[src/core/acc_regs.svh]
// constants for the converter control block: address, bit positions, reset, timing
// assumes an 8-bit special function register bus with bit addressing
`ifndef ACC_REGS_SVH
`define ACC_REGS_SVH

`define ACC_CTRL_ADDR      8'hE8
`define ACC_CTRL_RESET     8'h00
`define ACC_BIT_ON         7
`define ACC_BIT_TRACK      6
`define ACC_BIT_DONE       5
`define ACC_BIT_ACTIVE     4
`define ACC_BIT_WIN        3
`define ACC_MODE_HI        2
`define ACC_MODE_LO        0
`define ACC_BIT_ADDR_BASE  8'hE8
`define ACC_BIT_ADDR_TOP   8'hEF
`define ACC_MODE_SOFTWARE  3'h0
`define ACC_MODE_EVENT1    3'h1
`define ACC_MODE_EVENT2    3'h2
`define ACC_MODE_EVENT3    3'h3
`define ACC_MODE_EVENT4    3'h4
`define ACC_TRACK_EXTRA    2'h3

`endif

[src/core/acc_pkg.sv]
// types shared by the converter control block
// assumes nothing beyond the constants header
package acc_pkg;
  typedef logic [7:0] acc_byte_type;
  typedef logic [9:0] acc_result_type;
  typedef logic [3:0] acc_event_type;
  typedef enum logic [1:0] {ACC_IDLE, ACC_DELAY, ACC_CONVERT} acc_state_type;
endpackage

[src/core/acc_track_delay.sv]
// counts the extra tracking periods of delayed track mode
// assumes sar_tick is a one-cycle enable pulse at the SAR clock rate
`timescale 1ns/1ps
`include "acc_regs.svh"
module acc_track_delay
(
  // clock and reset
  input  wire logic       clk,
  input  wire logic       rst,
  // control
  input  wire logic       begin_delay,
  input  wire logic       abort,
  input  wire logic       sar_tick,
  // result
  output logic            expired
);
  logic       running_q;
  logic [1:0] count_q;

  always_ff @(posedge clk or posedge rst)
  begin
    if (rst)
    begin
      running_q <= 1'b0;
      count_q   <= 2'h0;
      expired   <= 1'b0;
    end
    else
    begin
      expired <= 1'b0;
      if (abort)
      begin
        running_q <= 1'b0;
        count_q   <= 2'h0;
      end
      else if (begin_delay)
      begin
        running_q <= 1'b1;
        count_q   <= 2'h0;
      end
      else if (running_q && sar_tick)
      begin
        // partial sar periods count: the first tick after the start closes period one, the third ends the delay
        if (count_q == (`ACC_TRACK_EXTRA - 2'h1))
        begin
          running_q <= 1'b0;
          count_q   <= 2'h0;
          expired   <= 1'b1;
        end
        else
          count_q <= count_q + 2'h1;
      end
    end
  end
endmodule

[src/core/acc_window.sv]
// window compare of a converter result against the two limits
// assumes limits come from registers held elsewhere, on the same clock
`timescale 1ns/1ps
module acc_window
(
  // compare inputs
  input  wire acc_pkg::acc_result_type result,
  input  wire acc_pkg::acc_result_type gt_limit,
  input  wire acc_pkg::acc_result_type lt_limit,
  // verdict
  output logic                         match
);
  import acc_pkg::*;

  always_comb
  begin
    // limits ordered one way mean inside the window, the other way outside
    if (lt_limit > gt_limit)
      match = (result > gt_limit) && (result < lt_limit);
    else
      match = (result > gt_limit) || (result < lt_limit);
  end
endmodule

[src/core/acc_ctrl.sv]
// control and status register of the 10-bit converter with its start sequencer
// assumes an 8-bit sfr bus with byte and bit writes, and a converter core on SYS_CLK
//
// Notes on behaviour
// - With the on bit at 0 the converter is held in shutdown and never converts.
// - With the on bit at 1 the converter is powered and start events are accepted.
// - Normal tracking follows the input except during conversion and starts at once.
// - Delayed tracking adds three SAR clock periods of tracking before converting.
// - In delayed tracking the input is tracked whenever no conversion runs.
// - The done flag becomes 1 when a conversion completes.
// - The done flag stays 0 until a completion after clearing; software clears it.
// - The active bit reads 1 while the sequencer is in the extra tracking delay or converting, and 0 otherwise.
// - Writing 1 to the active bit starts a conversion only in mode 000; 0 does nothing.
// - The window flag reads 0 until a window match occurs, then 1.
// - The register lives at sfr address E8, is bit addressable and resets to zero.
// - Bits 2 to 0 select which event starts a conversion.
// - Every result is compared with the limits and a match sets the window flag.
`timescale 1ns/1ps
`include "acc_regs.svh"
module acc_ctrl
(
  // clock and reset
  input  wire logic                    SYS_CLK,
  input  wire logic                    SYS_RST,
  // sfr byte access
  input  wire acc_pkg::acc_byte_type   SFR_ADDR,
  input  wire logic                    SFR_WR,
  input  wire acc_pkg::acc_byte_type   SFR_WDATA,
  input  wire logic                    SFR_RD,
  output acc_pkg::acc_byte_type        SFR_RDATA,
  // sfr bit access
  input  wire acc_pkg::acc_byte_type   SFR_BIT_ADDR,
  input  wire logic                    SFR_BIT_WR,
  input  wire logic                    SFR_BIT_WDATA,
  // start events and sar rate
  input  wire acc_pkg::acc_event_type  START_EVENT,
  input  wire logic                    SAR_TICK,
  // window limits
  input  wire acc_pkg::acc_result_type WIN_GT_LIMIT,
  input  wire acc_pkg::acc_result_type WIN_LT_LIMIT,
  // converter core
  output logic                         CONV_ENABLE,
  output logic                         CONV_TRACK,
  output logic                         CONV_START,
  input  wire logic                    CONV_DONE,
  input  wire acc_pkg::acc_result_type CONV_RESULT,
  // result register write
  output logic                         RESULT_WE,
  output acc_pkg::acc_result_type      RESULT_DATA
);
  import acc_pkg::*;

  acc_state_type  state_q;
  acc_state_type  state_d;
  logic           on_q;
  logic           track_sel_q;
  logic           done_q;
  logic           win_q;
  logic [2:0]     mode_q;
  acc_byte_type   ctrl_byte;
  acc_byte_type   wr_mask;
  acc_byte_type   wr_value;
  logic [2:0]     mode_next;
  logic           sw_start;
  logic           hw_start;
  logic           start_ok;
  logic           delay_begin;
  logic           delay_expired;
  logic           delay_abort;
  logic           conv_finish;
  logic           win_match;
  logic [2:0]     bit_sel;
  logic           byte_hit;
  logic           bit_hit;
  logic           rd_hit;

  // bit position of a bit write, meaningful only inside the register's range
  assign bit_sel = SFR_BIT_ADDR[2:0];

  // a byte write to the register outranks a bit write in the same cycle
  assign byte_hit = SFR_WR && (SFR_ADDR == `ACC_CTRL_ADDR);
  assign bit_hit  = SFR_BIT_WR && (SFR_BIT_ADDR >= `ACC_BIT_ADDR_BASE)
                    && (SFR_BIT_ADDR <= `ACC_BIT_ADDR_TOP);

  // reads answer only for this register address
  assign rd_hit = SFR_RD && (SFR_ADDR == `ACC_CTRL_ADDR);

  // merge byte and bit writes into one mask and value
  always_comb
  begin
    wr_mask  = 8'h00;
    wr_value = 8'h00;
    if (byte_hit)
    begin
      wr_mask  = 8'hFF;
      wr_value = SFR_WDATA;
    end
    else if (bit_hit)
    begin
      wr_mask[bit_sel]  = 1'b1;
      wr_value[bit_sel] = SFR_BIT_WDATA;
    end
  end

  // the mode as it will stand after this write, so one byte can select and start
  generate
    for (genvar g = 0; g < 3; g++)
    begin : g_mode_next
      assign mode_next[g] = wr_mask[g] ? wr_value[g] : mode_q[g];
    end
  endgenerate

  // software start: active bit written with 1, mode software, writing 0 is ignored
  assign sw_start = wr_mask[`ACC_BIT_ACTIVE] && wr_value[`ACC_BIT_ACTIVE]
                    && (mode_next == `ACC_MODE_SOFTWARE);

  // hardware start sources; reserved codes select nothing
  always_comb
  begin
    unique case (mode_q)
      `ACC_MODE_EVENT1: hw_start = START_EVENT[0];
      `ACC_MODE_EVENT2: hw_start = START_EVENT[1];
      `ACC_MODE_EVENT3: hw_start = START_EVENT[2];
      `ACC_MODE_EVENT4: hw_start = START_EVENT[3];
      default:          hw_start = 1'b0;
    endcase
  end

  // starts only count when powered and idle
  assign start_ok = on_q && (state_q == ACC_IDLE) && (sw_start || hw_start);

  // switching off drops whatever is in flight
  assign delay_abort = !on_q;
  assign delay_begin = start_ok && track_sel_q;
  assign conv_finish = (state_q == ACC_CONVERT) && CONV_DONE && on_q;

  acc_track_delay u_delay
  (
    .clk         (SYS_CLK),
    .rst         (SYS_RST),
    .begin_delay (delay_begin),
    .abort       (delay_abort),
    .sar_tick    (SAR_TICK),
    .expired     (delay_expired)
  );

  acc_window u_window
  (
    .result   (CONV_RESULT),
    .gt_limit (WIN_GT_LIMIT),
    .lt_limit (WIN_LT_LIMIT),
    .match    (win_match)
  );

  // start sequencer
  always_comb
  begin
    state_d = state_q;
    unique case (state_q)
      ACC_IDLE:
      begin
        if (start_ok && !track_sel_q)
          state_d = ACC_CONVERT;
        else if (start_ok)
          state_d = ACC_DELAY;
      end
      ACC_DELAY:
      begin
        if (!on_q)
          state_d = ACC_IDLE;
        else if (delay_expired)
          state_d = ACC_CONVERT;
      end
      ACC_CONVERT:
      begin
        if (!on_q || conv_finish)
          state_d = ACC_IDLE;
      end
    endcase
  end

  always_ff @(posedge SYS_CLK or posedge SYS_RST)
  begin
    if (SYS_RST)
      state_q <= ACC_IDLE;
    else
      state_q <= state_d;
  end

  // converter on bit
  always_ff @(posedge SYS_CLK or posedge SYS_RST)
  begin
    if (SYS_RST)
      on_q <= 1'b0;
    else if (wr_mask[`ACC_BIT_ON])
      on_q <= wr_value[`ACC_BIT_ON];
  end

  // track select bit
  always_ff @(posedge SYS_CLK or posedge SYS_RST)
  begin
    if (SYS_RST)
      track_sel_q <= 1'b0;
    else if (wr_mask[`ACC_BIT_TRACK])
      track_sel_q <= wr_value[`ACC_BIT_TRACK];
  end

  // start source select; reserved codes are kept and simply select no source
  always_ff @(posedge SYS_CLK or posedge SYS_RST)
  begin
    if (SYS_RST)
      mode_q <= `ACC_MODE_SOFTWARE;
    else
      mode_q <= mode_next;
  end

  // done flag: completion wins over a clear in the same cycle
  always_ff @(posedge SYS_CLK or posedge SYS_RST)
  begin
    if (SYS_RST)
      done_q <= 1'b0;
    else if (conv_finish)
      done_q <= 1'b1;
    else if (wr_mask[`ACC_BIT_DONE])
      done_q <= wr_value[`ACC_BIT_DONE];
  end

  // window flag: a match wins over a clear in the same cycle
  always_ff @(posedge SYS_CLK or posedge SYS_RST)
  begin
    if (SYS_RST)
      win_q <= 1'b0;
    else if (conv_finish && win_match)
      win_q <= 1'b1;
    else if (wr_mask[`ACC_BIT_WIN])
      win_q <= wr_value[`ACC_BIT_WIN];
  end

  // live register image; active bit comes straight from the sequencer
  always_comb
  begin
    ctrl_byte                                = `ACC_CTRL_RESET;
    ctrl_byte[`ACC_BIT_ON]                   = on_q;
    ctrl_byte[`ACC_BIT_TRACK]                = track_sel_q;
    ctrl_byte[`ACC_BIT_DONE]                 = done_q;
    ctrl_byte[`ACC_BIT_ACTIVE]               = (state_q != ACC_IDLE);
    ctrl_byte[`ACC_BIT_WIN]                  = win_q;
    ctrl_byte[`ACC_MODE_HI:`ACC_MODE_LO]     = mode_q;
  end

  // read data one cycle after the strobe; other addresses answer zero
  always_ff @(posedge SYS_CLK or posedge SYS_RST)
  begin
    if (SYS_RST)
      SFR_RDATA <= 8'h00;
    else if (rd_hit)
      SFR_RDATA <= ctrl_byte;
    else
      SFR_RDATA <= 8'h00;
  end

  // converter power follows the on bit one cycle late
  always_ff @(posedge SYS_CLK or posedge SYS_RST)
  begin
    if (SYS_RST)
      CONV_ENABLE <= 1'b0;
    else
      CONV_ENABLE <= on_q;
  end

  // tracking follows the next state so it drops together with the start pulse
  always_ff @(posedge SYS_CLK or posedge SYS_RST)
  begin
    if (SYS_RST)
      CONV_TRACK <= 1'b0;
    else
      CONV_TRACK <= on_q && (state_d != ACC_CONVERT);
  end

  // one-cycle start pulse to the core, at once or after the extra tracking
  always_ff @(posedge SYS_CLK or posedge SYS_RST)
  begin
    if (SYS_RST)
      CONV_START <= 1'b0;
    else
      CONV_START <= (state_q != ACC_CONVERT) && (state_d == ACC_CONVERT);
  end

  // result write strobe on the same edge that clears busy and sets done
  always_ff @(posedge SYS_CLK or posedge SYS_RST)
  begin
    if (SYS_RST)
      RESULT_WE <= 1'b0;
    else
      RESULT_WE <= conv_finish;
  end

  // result held until the next completion
  always_ff @(posedge SYS_CLK or posedge SYS_RST)
  begin
    if (SYS_RST)
      RESULT_DATA <= 10'h000;
    else if (conv_finish)
      RESULT_DATA <= CONV_RESULT;
  end
endmodule

[config.mk]
export PLATFORM = sky130hd
export DESIGN_NAME = acc_ctrl
export DESIGN_NICKNAME = d
export VERILOG_FILES = /design/src/core/acc_pkg.sv /design/src/core/acc_track_delay.sv /design/src/core/acc_window.sv /design/src/core/acc_ctrl.sv
export VERILOG_INCLUDE_DIRS = /design/src /design/src/core
export SDC_FILE = /design/constraint.sdc
export NUM_CORES = 1
export LEC_CHECK = 0
export ABC_AREA = 1
export BUFFER_PORTS_ARGS = -buffer_cell sky130_fd_sc_hd__buf_2
export CAP_MARGIN = 20
export CELL_PAD_IN_SITES_DETAIL_PLACEMENT = 0
export CELL_PAD_IN_SITES_GLOBAL_PLACEMENT = 1
export CORE_MARGIN = 2
export CORE_UTILIZATION = 32
export CTS_CLUSTER_DIAMETER = 120
export DETAILED_ROUTE_END_ITERATION = 10
export PLACE_DENSITY_LB_ADDON = 0.3
export SLEW_MARGIN = 20
export SYNTH_ARGS = -nofsm -noshare
export SYNTH_HDL_FRONTEND = slang
export SYNTH_HIERARCHICAL = 1
export SYNTH_SLANG_ARGS = --single-unit
export TNS_END_PERCENT = 1
[constraint.sdc]
create_clock -name SYS_CLK -period 1.6 [get_ports SYS_CLK]
set_input_delay 0.32 -clock SYS_CLK [delete_from_list [all_inputs] [get_ports SYS_CLK]]
set_output_delay 0.32 -clock SYS_CLK [all_outputs]
set_load 0.02 [all_outputs]
# Word level (Yosys, flattened, before mapping)
# Index checks and enable logic that the tools add are counted.
[word_totals] register_bits=35
[op_classes] eq_ne=13 addsub=1 muxes=34 bitwise_logic=1 reduce_logical=29 order_cmp=7
[op_table] operator="$mux W8" n=5
[op_table] operator="$gt A10 B10 Y1" n=2
[op_table] operator="$logic_and A1 B1 Y1" n=18
[op_table] operator="$mux W2" n=9
[op_table] operator="$mux W1" n=17
[op_table] operator="$lt A10 B10 Y1" n=1
[op_table] operator="$and A8 B8 Y8" n=1
[op_table] operator="$eq A8 B8 Y1 const B" n=1
[op_table] operator="$ge A8 B8 Y1 const B" n=1
[op_table] operator="$le A8 B8 Y1 const B" n=1
[op_table] operator="$eq A2 B2 Y1 const B" n=3
[op_table] operator="$eq A3 B2 Y1 const B" n=2
[op_table] operator="$ne A3 B1 Y1 const B" n=2
[op_table] operator="$pmux W2 S3" n=1
[op_table] operator="$reduce_bool A2 Y1" n=3
[op_table] operator="$lt A3 B4 Y1 const B" n=1
[op_table] operator="$ne A2 B2 Y1 const B" n=2
[op_table] operator="$pmux W1 S4" n=1
[op_table] operator="$demux W1 S3" n=1
[op_table] operator="$eq A3 B1 Y1 const B" n=1
[op_table] operator="$eq A3 B3 Y1 const B" n=1
[op_table] operator="$ge A3 B1 Y1 const B" n=1
[op_table] operator="$logic_not A3 Y1" n=1
[op_table] operator="$logic_or A1 B1 Y1" n=3
[op_table] operator="5 further kinds" n=6

# Logic depth before layout (Yosys ltp)
# Gate-level depths: netlist (run 1).
[depth] ltp_word=17 depth_mapped=17 mapped_depth_nobuf=17

# Cells and area by module
# Netlist (run 1), hierarchy kept.
[by_module_without_submodules] module="acc_ctrl" cells_each=209 instances=1 area_per_inst_um2=1614.0 seq_area_each_um2=775.7
[by_module_without_submodules] module="acc_window" cells_each=134 instances=1 area_per_inst_um2=848.3 seq_area_each_um2=0.0
[by_module_without_submodules] module="acc_track_delay" cells_each=25 instances=1 area_per_inst_um2=211.5 seq_area_each_um2=100.1

# Least setup slack after synthesis (run 1)
# OpenSTA, ideal clock, no wires.
[synth_timing] path_kind="input -> register" start="input SFR_ADDR[2]" end="register u_delay.running_q" path_slack_ps=-60 t_arrival_ps=1543 stages=16 t_required_ps=1484 cell_sequence="inv_1 > nand2_1 > nor2_4 > nand3_4 > nand2_1 > nand3_2 > nor2_1 > nand2_1 > nand2_2 > nand3_2 > inv_1 > nor2_2 > nand2_1 > nand2_1 > nand2_1 > nand2_1"
[synth_via] elab_chain_cells=11 word_cells_on_any_way=18 cone_classes="3 x eq/ne; 7 x mux; 8 x reduce/logical"
[synth_rtl] element="start: declaration" line="acc_ctrl.sv:26" text="input wire acc_pkg::acc_byte_type SFR_ADDR,"
[synth_rtl] element="$eq A8 B8 Y1 (no source line) *"
[synth_rtl] element="$logic_and A1 B1 Y1 *" line="acc_ctrl.sv:81" text="assign byte_hit = SFR_WR && (SFR_ADDR == `ACC_CTRL_ADDR);"
[synth_rtl] element="$mux W8" line="acc_ctrl.sv:93" text="if (byte_hit)"
[synth_rtl] element="$mux W1 *" line="acc_ctrl.sv:109" text="assign mode_next[g] = wr_mask[g] ? wr_value[g] : mode_q[g];"
[synth_rtl] element="net mode_next[2]" line="acc_ctrl.sv:63" text="logic [2:0] mode_next;"
[synth_rtl] element="$logic_not A3 Y1 (no source line) *"
[synth_rtl] element="$logic_and A1 B1 Y1 *" line="acc_ctrl.sv:114" text="assign sw_start = wr_mask[`ACC_BIT_ACTIVE] && wr_value[`ACC_BIT_ACTIVE]"
[synth_rtl] element="$logic_or A1 B1 Y1 *" line="acc_ctrl.sv:130" text="assign start_ok = on_q && (state_q == ACC_IDLE) && (sw_start || hw_start);"
[synth_rtl] element="$logic_and A1 B1 Y1 *" line="acc_ctrl.sv:130"
[synth_rtl] element="$logic_and A1 B1 Y1 *" line="acc_ctrl.sv:134" text="assign delay_begin = start_ok && track_sel_q;"
[synth_rtl] element="net delay_begin" line="acc_ctrl.sv:67" text="logic delay_begin;"
[synth_rtl] element="$ne A3 B1 Y1 (no source line) / $mux W1 (equally long branches)"
[synth_rtl] element="$reduce_and A2 Y1 (no source line) / $mux W1 (equally long branches)"
[synth_rtl] element="end signal: assignment" line="acc_track_delay.sv:33" text="running_q <= 1'b0;"
[synth_rtl] element="end signal: assignment" line="acc_track_delay.sv:38" text="running_q <= 1'b1;"
[synth_rtl] element="end signal: assignment" line="acc_track_delay.sv:46" text="running_q <= 1'b0;"
[synth_rtl] element="end: declaration" line="acc_track_delay.sv:17" text="logic running_q;"
# The timed path passes the listed nets; every way through them passes the cells marked *.
# A chain may end at the register's enable or synchronous reset.

# Worst setup path in the final report (run 1)
[layout_timing] start="register state_q[0]" end="register CONV_START"
[layout_via] elab_chain_cells=8 word_cells_on_any_way=18 cone_classes="4 x eq/ne; 6 x mux; 8 x reduce/logical"
[layout_rtl] element="start: declaration" line="acc_ctrl.sv:53" text="acc_state_type state_q;"
[layout_rtl] element="start signal: assignment" line="acc_ctrl.sv:187" text="state_q <= state_d;"
[layout_rtl] element="$eq A2 B2 Y1 / $logic_not A2 Y1 (equally long branches)" line="acc_ctrl.sv:135, acc_ctrl.sv:159, acc_ctrl.sv:130"
[layout_rtl] element="$logic_and A1 B1 Y1 (on tied branches) (2 in series)" line="acc_ctrl.sv:135, acc_ctrl.sv:130"
[layout_rtl] element="$logic_or A1 B1 Y1, or another cell as far along" line="acc_ctrl.sv:176" text="if (!on_q || conv_finish)"
[layout_rtl] element="$mux W2 (on tied branches)" line="acc_ctrl.sv:176, acc_ctrl.sv:162"
[layout_rtl] element="$pmux W2 S3" line="acc_ctrl.sv:159" text="unique case (state_q)"
[layout_rtl] element="$eq A2 B2 Y1" line="acc_ctrl.sv:286" text="CONV_START <= (state_q != ACC_CONVERT) && (state_d == ACC_CONVERT);"
[layout_rtl] element="$logic_and A1 B1 Y1 *" line="acc_ctrl.sv:286"
[layout_rtl] element="end signal: assignment" line="acc_ctrl.sv:286"
[layout_rtl] element="end: declaration" line="acc_ctrl.sv:44" text="output logic CONV_START,"
# Mark *: on every way between the ends. The rest lies on a longest branch, timed or not.

==> summary.txt, run 1 <==
Worst ir drop on vdd - 311.5 uV
# diodes - 0
Crit path max-delay cell type - dfrtp_1
Synth Register Bits - 35
Most frequent cells after synthesis - nand2_1, inv_1, nor2_1
Largest delay share family, worst path - simple AND/OR/NAND/NOR gates
IO buf count - 87
Core Box Area - 0.008175 mm^2
Top Ports - 88
Crit path DAT - 1850 ps
Post-Syn Nets - 466
Worst-margin pin slew - 336.3 ps
Root Driver - clkbuf_8
Worst Setup End Kind - register
Top_reg_cell synth - dfrtp_1
Layout Nets - 591
DP Area - 0.003505 mm^2
Synthesized instance count - 368
Hold Crit Class - in -> reg
Layout Skew - 3.918 ps
Final setup margin - -16.15 ps
First-pass detailed-route iteration total - 4
Final instance area - 0.003735 mm^2
Final GP Congestion - 0.8021
Slew HR - 0.7752
Share of Yosys cell area claimed by the top area cell type - 0.3276
Worst hold margin - 258.4 ps
Routed Antenna Nets - 0
Final period util - 1.010
CP Class - reg -> reg
DRT Wirelength - 6376 um
Largest net degree at the start of global routing - 21
Via count - 2606
Netlist cell types - 31
H-tree Lvls - 2
CTS max path bufs - 2
Sink Count - 35
Die Ht - 95.41 um
Tot GR Track Use - 0.1481
Max-cap violations - 0
Reg clk slew, reported paths - 70 ps
Met2 Use GR - 0.2752
Avg Synthesized Cell Area - 7.266 um^2
Post-synth ARST share - 1.000
Ranking of synthesized cells by area - dfrtp_1, nand2_1, ha_1
Setup violation total in the final timing report - 2
Violated checks - setup timing
First-pass GRT wire length - 10660 um
Die Wd - 95.41 um
Vias in the first global route - 2613
Outcome - finished with violations
Initial DRC count - 57
Cell Pwr Density - 899.8 mW/mm^2
Crit-path max FO - 2
CP cell instances - buf_4 -> ha_1 -> nand2_1 -> inv_1 -> nor2_1 -> a211oi_2 -> or2_2 -> nand2_1 -> nand3_1 -> nor2_1
Gr ovfl total - 0
Slowest stage delay, CP - 380 ps
Synthesis-to-finish area growth - 39.68%
Drt wl/cell - 10.64 um
RSZ-0062 raised after global routing - yes
Inserted Clock Buffers - 5
Number of flops mapped to enable cells by yosys - 0
Global routing usage on met1 - 0.1707
# DRC - 0
Slew Viols, Final - 0
Clk Latency, worst-skew pair - 290 ps
CP required - 1830 ps
Initial antenna violation count - 0
Die outline area - 0.009103 mm^2
CP startpoint kind - register
WP buf/inv - 2
Maximum clock frequency - 618.8 MHz
Cell taking the most area after synthesis - dfrtp_1
Most common cell in the netlist - nand2_1
Via density per instance - 4.351
Leak - 2.127 nW
Layout cell share with drive strength beyond 1 - 0.3846
Final hold viol count - 0
Register area share after synthesis - 0.3276
Initial Util - 0.3271
GRT busiest layer - met2
Ys Warns - 6
Cell area after synthesis - 0.002674 mm^2
Final Critical Period - 1616 ps
Row cnt - 33
GR Layer Usage met3 - 0.02292
CTS tree - done
Post-detail-place hpwl - 5308 um
## stage by stage
stage	util	instances	power [W]	setup TNS [ps]	setup slack (ps)
2_1_floorplan	-	368	0.002062	-112.6	-58.74
3_3_place_gp	0.4287	586	0.002556	-2101	-319.4
3_5_place_dp	0.4287	586	0.002577	-2566	-361.1
4_1_cts	0.4438	595	0.003316	-64.26	-30.73
5_1_grt	0.4568	599	0.003662	-1502	-178.5
6_report	0.4568	599	0.003361	-16.58	-16.15
## layout by cell type (no fill, tap or decap), drive strengths merged
| cell | n |
|---|---|
| nand3 | 25 |
| clkinv | 2 |
| inv | 68 |
| nor3b | 2 |
| dlygate4sd3 | 1 |
| o21bai | 2 |
| nand4 | 5 |
| o21ai | 3 |
| buf | 117 |
| nor3 | 4 |
| dfrtp | 35 |
| nor2 | 51 |
| ha | 32 |
| a21boi | 1 |
| o2111ai | 1 |
| o311ai | 2 |
| o211ai | 2 |
| clkinvlp | 1 |
| or2 | 1 |
| a21oi | 10 |
| or3 | 1 |
| clkbuf | 7 |
| a21o | 2 |
| nand2 | 118 |
| a211oi | 1 |
## area by class of cell
class,instances,area [um^2]
multi-input combinational,263,1644
timing repair buffer,118,695.7
clock buffer,7,96.34
inverter,70,284.0
sequential,35,875.8
tap,105,131.4
fill,860,4441
clock inverter,1,7.507
## cells by family after synthesis
| family | count (synthesis) | share of synthesized area |
|---|---|---|
| adders and majority gates | 32 | 0.1497 |
| AOI/OAI and AO/OA | 24 | 0.06083 |
| and+or+nand+nor | 206 | 0.3622 |
| DFF | 35 | 0.3276 |
| buffers and inverters | 71 | 0.09967 |
## path summary, 6_finish.rpt
check | to | start | cells after the start | slack (ps)
setup / recovery | CONV_START | state_q[0] | 10 | -20
hold / removal | RESULT_DATA[9] | CONV_RESULT[9] | 3 | 260
setup reg to reg | CONV_START | state_q[0] | 10 | -20
hold reg to reg | CONV_ENABLE | on_q | 0 | 430
max in group asynchronous | CONV_START | SYS_RST | 4 | 760
min in group asynchronous | u_delay/count_q[1] | SYS_RST | 3 | 460
## worst reg2reg max path, cell delays in order, from the launching register on
cell and delay, ps:
dfrtp_1 380, buf_4 140, ha_1 180, nand2_1 70, inv_1 50, nor2_1 170, a211oi_2 60, or2_2 270
nand2_1 70, nand3_1 80, nor2_1 90
## registers in the layout, indices dropped and copies added (netlist names)
signal             count
CONV_ENABLE            1
done_q                 1
u_delay/count_q        2
u_delay/running_q      1
SFR_RDATA              8
RESULT_DATA           10
state_q                2
track_sel_q            1
mode_q                 3
RESULT_WE              1
win_q                  1
on_q                   1
CONV_TRACK             1
CONV_START             1
u_delay/expired        1
## power by group
part,switching [W],leakage [nW],internal (W)
Combinational,0.000873,1.63,0.000569
Sequential,0.000106,0.446,0.00109
Clock,0.000333,0.0505,0.000392
## metal layers
metal | vias to the layer above | part of all wire
li1 | 1399 | -
met1 | 1131 | 0.43
met2 | 68 | 0.50
met3 | 8 | 0.057
met4 | 0 | 0.014
met5 | - | 0
## repair_timing
item	4_1_cts	5_1_grt
setup buffers	0	3
gates resized for setup	3	21
hold endpoints to repair	4	0
pin swaps	2	15
endpoints found under the setup margin	15	19
hold buffers	1	0
gates cloned	0	1
Power figures use the tool's default switching activity.
==> inputs of run 2 (changes only) <==
--- a/config.mk
+++ b/config.mk
@@ -6,13 +6,12 @@
 export SDC_FILE = /design/constraint.sdc
 export NUM_CORES = 1
 export LEC_CHECK = 0
-export ABC_AREA = 1
 export BUFFER_PORTS_ARGS = -buffer_cell sky130_fd_sc_hd__buf_2
 export CAP_MARGIN = 20
 export CELL_PAD_IN_SITES_DETAIL_PLACEMENT = 0
 export CELL_PAD_IN_SITES_GLOBAL_PLACEMENT = 1
 export CORE_MARGIN = 2
-export CORE_UTILIZATION = 32
+export CORE_UTILIZATION = 34
 export CTS_CLUSTER_DIAMETER = 120
 export DETAILED_ROUTE_END_ITERATION = 10
 export PLACE_DENSITY_LB_ADDON = 0.3
==> summary.txt, run 2 <==
Cell Pwr Density - 866.5 mW/mm^2
H-tree Lvls - 2
Clk Latency, worst-skew pair - 300 ps
Most frequent cells after synthesis - dfrtp_1, inv_1, ha_1
Core Box Area - 0.007176 mm^2
Adder-cell share of the synthesized area - 0.1652
Synth Area in Compound Gates - 0.1572
Setup violation total in the final timing report - 10
CP required - 1770 ps
Top_reg_cell synth - dfrtp_1
Synthesis-to-finish area growth - 44.40%
Post-Syn Nets - 347
# DRC - 0
Hold Crit Class - in -> reg
# diodes - 0
CP Class - in -> reg
Final setup margin - -505.3 ps
Multiplexer share of the synthesized area - 0.06981
Worst hold margin - 239.0 ps
Ys Warns - 6
Synth Area in XOR/XNOR - 0
Number of flops mapped to enable cells by yosys - 0
Worst-margin pin slew - 413.3 ps
Reg clk slew, reported paths - 70 ps
Pint - 0.002102 W
Largest delay share family, worst path - simple AND/OR/NAND/NOR gates
Setup_tns - -3293 ps
Ranking of synthesized cells by area - dfrtp_1, ha_1, inv_1
Worst ir drop on vdd - 463.3 uV
Final Critical Period - 2105 ps
Die Ht - 89.60 um
CTS max path bufs - 2
Avg Synthesized Cell Area - 10.00 um^2
Most common cell in the netlist - dfrtp_1
Final std cells w/o fill - 488
CTS tree - done
Inserted Clock Buffers - 5
Clock power share - 0.268
Final GP Congestion - 0.8299
Initial DRC count - 55
Post-detail-place hpwl - 5050 um
Crit path DAT - 2280 ps
CP startpoint kind - input pin
Routed Antenna Nets - 0
Register area share after synthesis - 0.3516
Top Ports - 88
Final period util - 1.316
Vias in the first global route - 2189
Initial antenna violation count - 0
Sw power - 0.001015 W
Layout Skew - 15.46 ps
Slew HR - 0.7209
Fillers - 676
Placement Setup Slack - -910.4 ps
Crit-path max FO - 4
Cell area after synthesis - 0.002491 mm^2
First-pass GRT wire length - 9563 um
Inst Count DP - 478
Leak - 1.953 nW
Commonest non-fill, non-tap cell in the layout - buf_2
Slowest stage delay, CP - 570 ps
Outcome - finished with violations
Max-cap violations - 0
Violated checks - setup timing
Via count - 2297
DRT Wirelength - 6147 um
Netlist cell types - 56
Slew Viols, Final - 0
Regs by FF count - RESULT_DATA x10, SFR_RDATA x8, mode_q x3
Share of Yosys cell area claimed by the top area cell type - 0.3516
Layout cell share with drive strength beyond 1 - 0.4499
Max FFs per register - 10
CP cell instances - buf_6 -> or4b_4 -> nor4_4 -> a31oi_2 -> nor4_4 -> o211ai_2 -> and2_4 -> o311a_1
Combinational power share - 0.359
Final hold viol count - 0
Sequential share of power - 0.373
Die Wd - 89.60 um
Worst Setup End Kind - register
Synth Register Bits - 35
Sink Count - 35
Simple-gate share of the synthesized area - 0.2019
Tot GR Track Use - 0.1555
First-pass detailed-route iteration total - 4
Root Driver - clkbuf_8
Die outline area - 0.008027 mm^2
Drt wl/cell - 12.60 um
Most flops, register - RESULT_DATA
Maximum clock frequency - 475.0 MHz
WP buf/inv - 1
Largest family of logic cells by synthesized area - simple AND/OR/NAND/NOR gates
Sw Share - 0.3255
Worst path most repeated cell - nor4_4
Layout Nets - 486
Row cnt - 31
Gr ovfl total - 0
Synthesized instance count - 249
Via density per instance - 4.707
Most frequent cells in the layout - buf_2, buf_4, dfrtp_1
RSZ-0062 raised after global routing - yes
Post-synth ARST share - 1.000
Largest net degree at the start of global routing - 32
Crit path max-delay cell type - or4b_4
Cell taking the most area after synthesis - dfrtp_1
IO buf count - 87
Initial Util - 0.3472
run 2: cell types whose count changed after synthesis, moves of 5 or more:
cell	change
nand2_1	-97
inv_1	-31
nor2_1	-29
nand3_1	-13
mux2_2	+11
nand2_2	-10
and2_1	+7
nor2_4	-7
o21ai_0	+7
nand3_2	-6
mux2i_1	+5
nand2b_1	+5
run 2: power by group through the flow:
stage | clock network, W | logic [W] | registers, W
floorplan | 0 | 0.000512 | 0.00131
global placement | 0 | 0.00109 | 0.00118
detailed placement | 0 | 0.00111 | 0.00118
CTS | 0.000867 | 0.00113 | 0.00117
global route | 0.000900 | 0.00124 | 0.00119
finish | 0.000835 | 0.00112 | 0.00116
run 2: layer usage:
metal,vias up,part of all wire,track usage
li1,1192,-,-
met1,1060,0.46,0.2002
met2,38,0.50,0.2680
met3,7,0.034,0.03016
met4,0,0.0083,0.03799
met5,-,0,0
run 2: cells by family after synthesis:
family / count (synthesis)
fa+ha+maj: 33
buf+inv: 36
simple gates: 76
compound gates: 53
flops: 35
mux: 16
run 2: repair_timing:
action                                 in CTS  in global routing
gates resized for setup                     7                  5
endpoints found under the hold margin       4                  0
hold buffers                                1                  0
setup endpoints to repair                  10                 11
pin swaps                                  10                  4
buffers inserted                            1                  0
run 2: worst paths after layout:
check | from | end | slack [ps] | cells past startpoint
max reg2reg | mode_q[1] | CONV_START | -420 | 6
min in group asynchronous | SYS_RST | u_delay/running_q | 460 | 3
min reg2reg | done_q | SFR_RDATA[5] | 480 | 1
max in group asynchronous | SYS_RST | SFR_RDATA[3] | 640 | 4
max | SFR_ADDR[0] | CONV_START | -510 | 8
min | SFR_WDATA[5] | done_q | 240 | 2
run 2: final cells by class:
class,instances,area [um^2],area share
Multi-Input combinational cell,178,1533,0.4261
Clock inverter,2,35.03,0.009739
Sequential cell,35,875.8,0.2435
Timing Repair Buffer,134,819.5,0.2278
Inverter,34,127.6,0.03548
Tap cell,99,123.9,0.03443
Clock buffer,6,82.58,0.02296
run 2: stage by stage:
step	utilization	area [um^2]	power, W
3_3_place_gp	0.4729	3393	0.002271
6_report	0.5013	3597	0.003117
4_1_cts	0.4968	3565	0.003161
3_5_place_dp	0.4729	3393	0.002291
2_1_floorplan	-	2491	0.001825
5_1_grt	0.5013	3597	0.003326
run 2: worst reg2reg max path: cells and delay by family (launching register included):
kind / cells / cell delay, ps
AO/OA/AOI/OAI: 5 / 1200
flip-flops: 1 / 400
multiplexers: 1 / 350
==> inputs of run 3 (changes only) <==
--- a/config.mk
+++ b/config.mk
@@ -11,10 +11,10 @@
 export CELL_PAD_IN_SITES_DETAIL_PLACEMENT = 0
 export CELL_PAD_IN_SITES_GLOBAL_PLACEMENT = 1
 export CORE_MARGIN = 2
-export CORE_UTILIZATION = 34
+export CORE_UTILIZATION = 40
 export CTS_CLUSTER_DIAMETER = 120
 export DETAILED_ROUTE_END_ITERATION = 10
-export PLACE_DENSITY_LB_ADDON = 0.3
+export PLACE_DENSITY = 0.82
 export SLEW_MARGIN = 20
 export SYNTH_ARGS = -nofsm -noshare
 export SYNTH_HDL_FRONTEND = slang
==> constraint.sdc (replaced) <==
create_clock -name SYS_CLK -period 2.48 [get_ports SYS_CLK]
set_input_delay 0.496 -clock SYS_CLK [delete_from_list [all_inputs] [get_ports SYS_CLK]]
set_output_delay 0.496 -clock SYS_CLK [all_outputs]
set_load 0.02 [all_outputs]
==> summary.txt, run 3 (synthesis gave the netlist of run 2 again) <==
Initial DRC count - 71
Slew Viols, Final - 0
Maximum clock frequency - 417.1 MHz
Gr ovfl total - 0
Setup violation total in the final timing report - 0
Reg clk slew, reported paths - 70 ps
Final std cells w/o fill - 424
First-pass detailed-route iteration total - 4
CTS max path bufs - 2
Synthesis-to-finish area growth - 27.67%
WP buf/inv - 1
Inst Count DP - 416
Most frequent cells in the layout - buf_2, dfrtp_1, inv_1
Top Ports - 88
Worst ir drop on vdd - 410.8 uV
First-pass GRT wire length - 9942 um
Die outline area - 0.006875 mm^2
Cell Pwr Density - 569.4 mW/mm^2
Final Critical Period - 2398 ps
Leak - 1.731 nW
Reg-to-reg critical path endpoint - CONV_START
Layout Nets - 446
Worst-margin pin slew - 574.4 ps
Largest net degree at the start of global routing - 32
Max-cap violations - 0
# DRC - 0
Layout Skew - 7.018 ps
Sink Count - 35
Tot GR Track Use - 0.1739
Vias in the first global route - 2252
Crit path max-delay cell type - or4b_4
Final period util - 0.9668
Initial Util - 0.4183
Clk Latency, worst-skew pair - 290 ps
Post-detail-place hpwl - 4677 um
Initial antenna violation count - 0
Final hold viol count - 0
Root Driver - clkbuf_8
Max FFs per register - 10
Worst Setup End Kind - register
Final Core Density - 0.5340
R2r startpoint - mode_q[1]
Crit. Startpoint - SFR_ADDR[4]
Regs by FF count - RESULT_DATA x10, SFR_RDATA x8, mode_q x3
Crit-path max FO - 4
CP Class - in -> reg
Commonest non-fill, non-tap cell in the layout - buf_2
CP startpoint kind - input pin
Setup_tns - 0 ps
Most flops, register - RESULT_DATA
Hold Crit Class - in -> async
Worst reg2reg path depth - 6
Crit path depth - 8
CTS tree - done
IO buf count - 87
Row cnt - 28
Via count - 2181
Post-CTS Setup Bufs - 0
Routed Antenna Nets - 0
DRT Wirelength - 5813 um
Via density per instance - 5.144
Inserted Clock Buffers - 5
Drt wl/cell - 13.71 um
CP cell instances - buf_2 -> or4b_4 -> nor4_4 -> a31oi_2 -> nor4_4 -> o211ai_2 -> and2_4 -> o311a_1
Slowest stage delay, CP - 580 ps
H-tree Lvls - 2
Core Box Area - 0.005956 mm^2
Crit path DAT - 2570 ps
Worst path most repeated cell - nor4_4
Layout cell share with drive strength beyond 1 - 0.3754
End point of the critical path - CONV_START
Largest delay share family, worst path - simple AND/OR/NAND/NOR gates
Die Wd - 82.92 um
Reg-to-reg setup timing slack - 490 ps
# diodes - 0
Slew HR - 0.6170
Die Ht - 82.92 um
Outcome - complete, no violations
CP required - 2660 ps
Final GP Congestion - 0.8090
run 3: area by class of cell:
class	instances	area (um^2)
sequential	35	875.8
inverter	34	127.6
clock buffer	7	76.32
fill	598	2775
multi-input combinational	178	1514
clock inverter	1	5.005
tap	75	93.84
timing repair buffer	94	488.0
run 3: report_power, final:
group	internal [W]	switching, W
combinational	0.000295	0.000359
sequential	0.000682	0.0000667
clock	0.000197	0.000211
total	0.00117	0.000637
run 3: worst min-delay path by stage:
stage | slack [ps] | start | to | depth (start not counted)
final | 80 | SYS_RST | u_delay/count_q[0] | 2
after detailed placement | 390 | SYS_RST | u_delay/count_q[0] | 2
after global placement | 390 | SYS_RST | u_delay/running_q | 2
after global routing | 90 | SYS_RST | u_delay/count_q[0] | 2
after CTS | 80 | SYS_RST | u_delay/count_q[0] | 2
after floorplan | 260 | SYS_RST | u_delay/count_q[0] | 1
run 3: per-layer routing:
metal	GRT usage	wire [um]	vias up
met5	0	0	-
met1	0.2286	2715	1007
li1	-	-	1112
met2	0.2815	2729	51
met3	0.03877	274	11
met4	0.06110	94	0
run 3: repair_timing:
| item | 4_1_cts | 5_1_grt |
|---|---|---|
| resized for setup | 0 | 5 |
| endpoints found under the setup margin | 0 | 2 |
| hold buffers | 0 | 0 |
run 3: per-stage QoR:
stage	total power, W	area, um^2	setup slack [ps]	hold slack [ps]
floorplan	0.001177	2491	40.80	262.1
global placement	0.001398	3065	-190.8	386.8
detailed placement	0.001412	3065	-260.6	389.4
CTS	0.001824	3147	43.17	75.39
global route	0.001932	3181	-53.97	86.75
finish	0.001811	3181	82.26	76.79
run 3: worst reg2reg max path, stage by stage (launching register included):
cell and delay (ps):
dfrtp_1 390, mux2_2 350, a211oi_1 230, a21oi_1 120, o2111a_1 320, a221oi_2 310, o311a_1 210
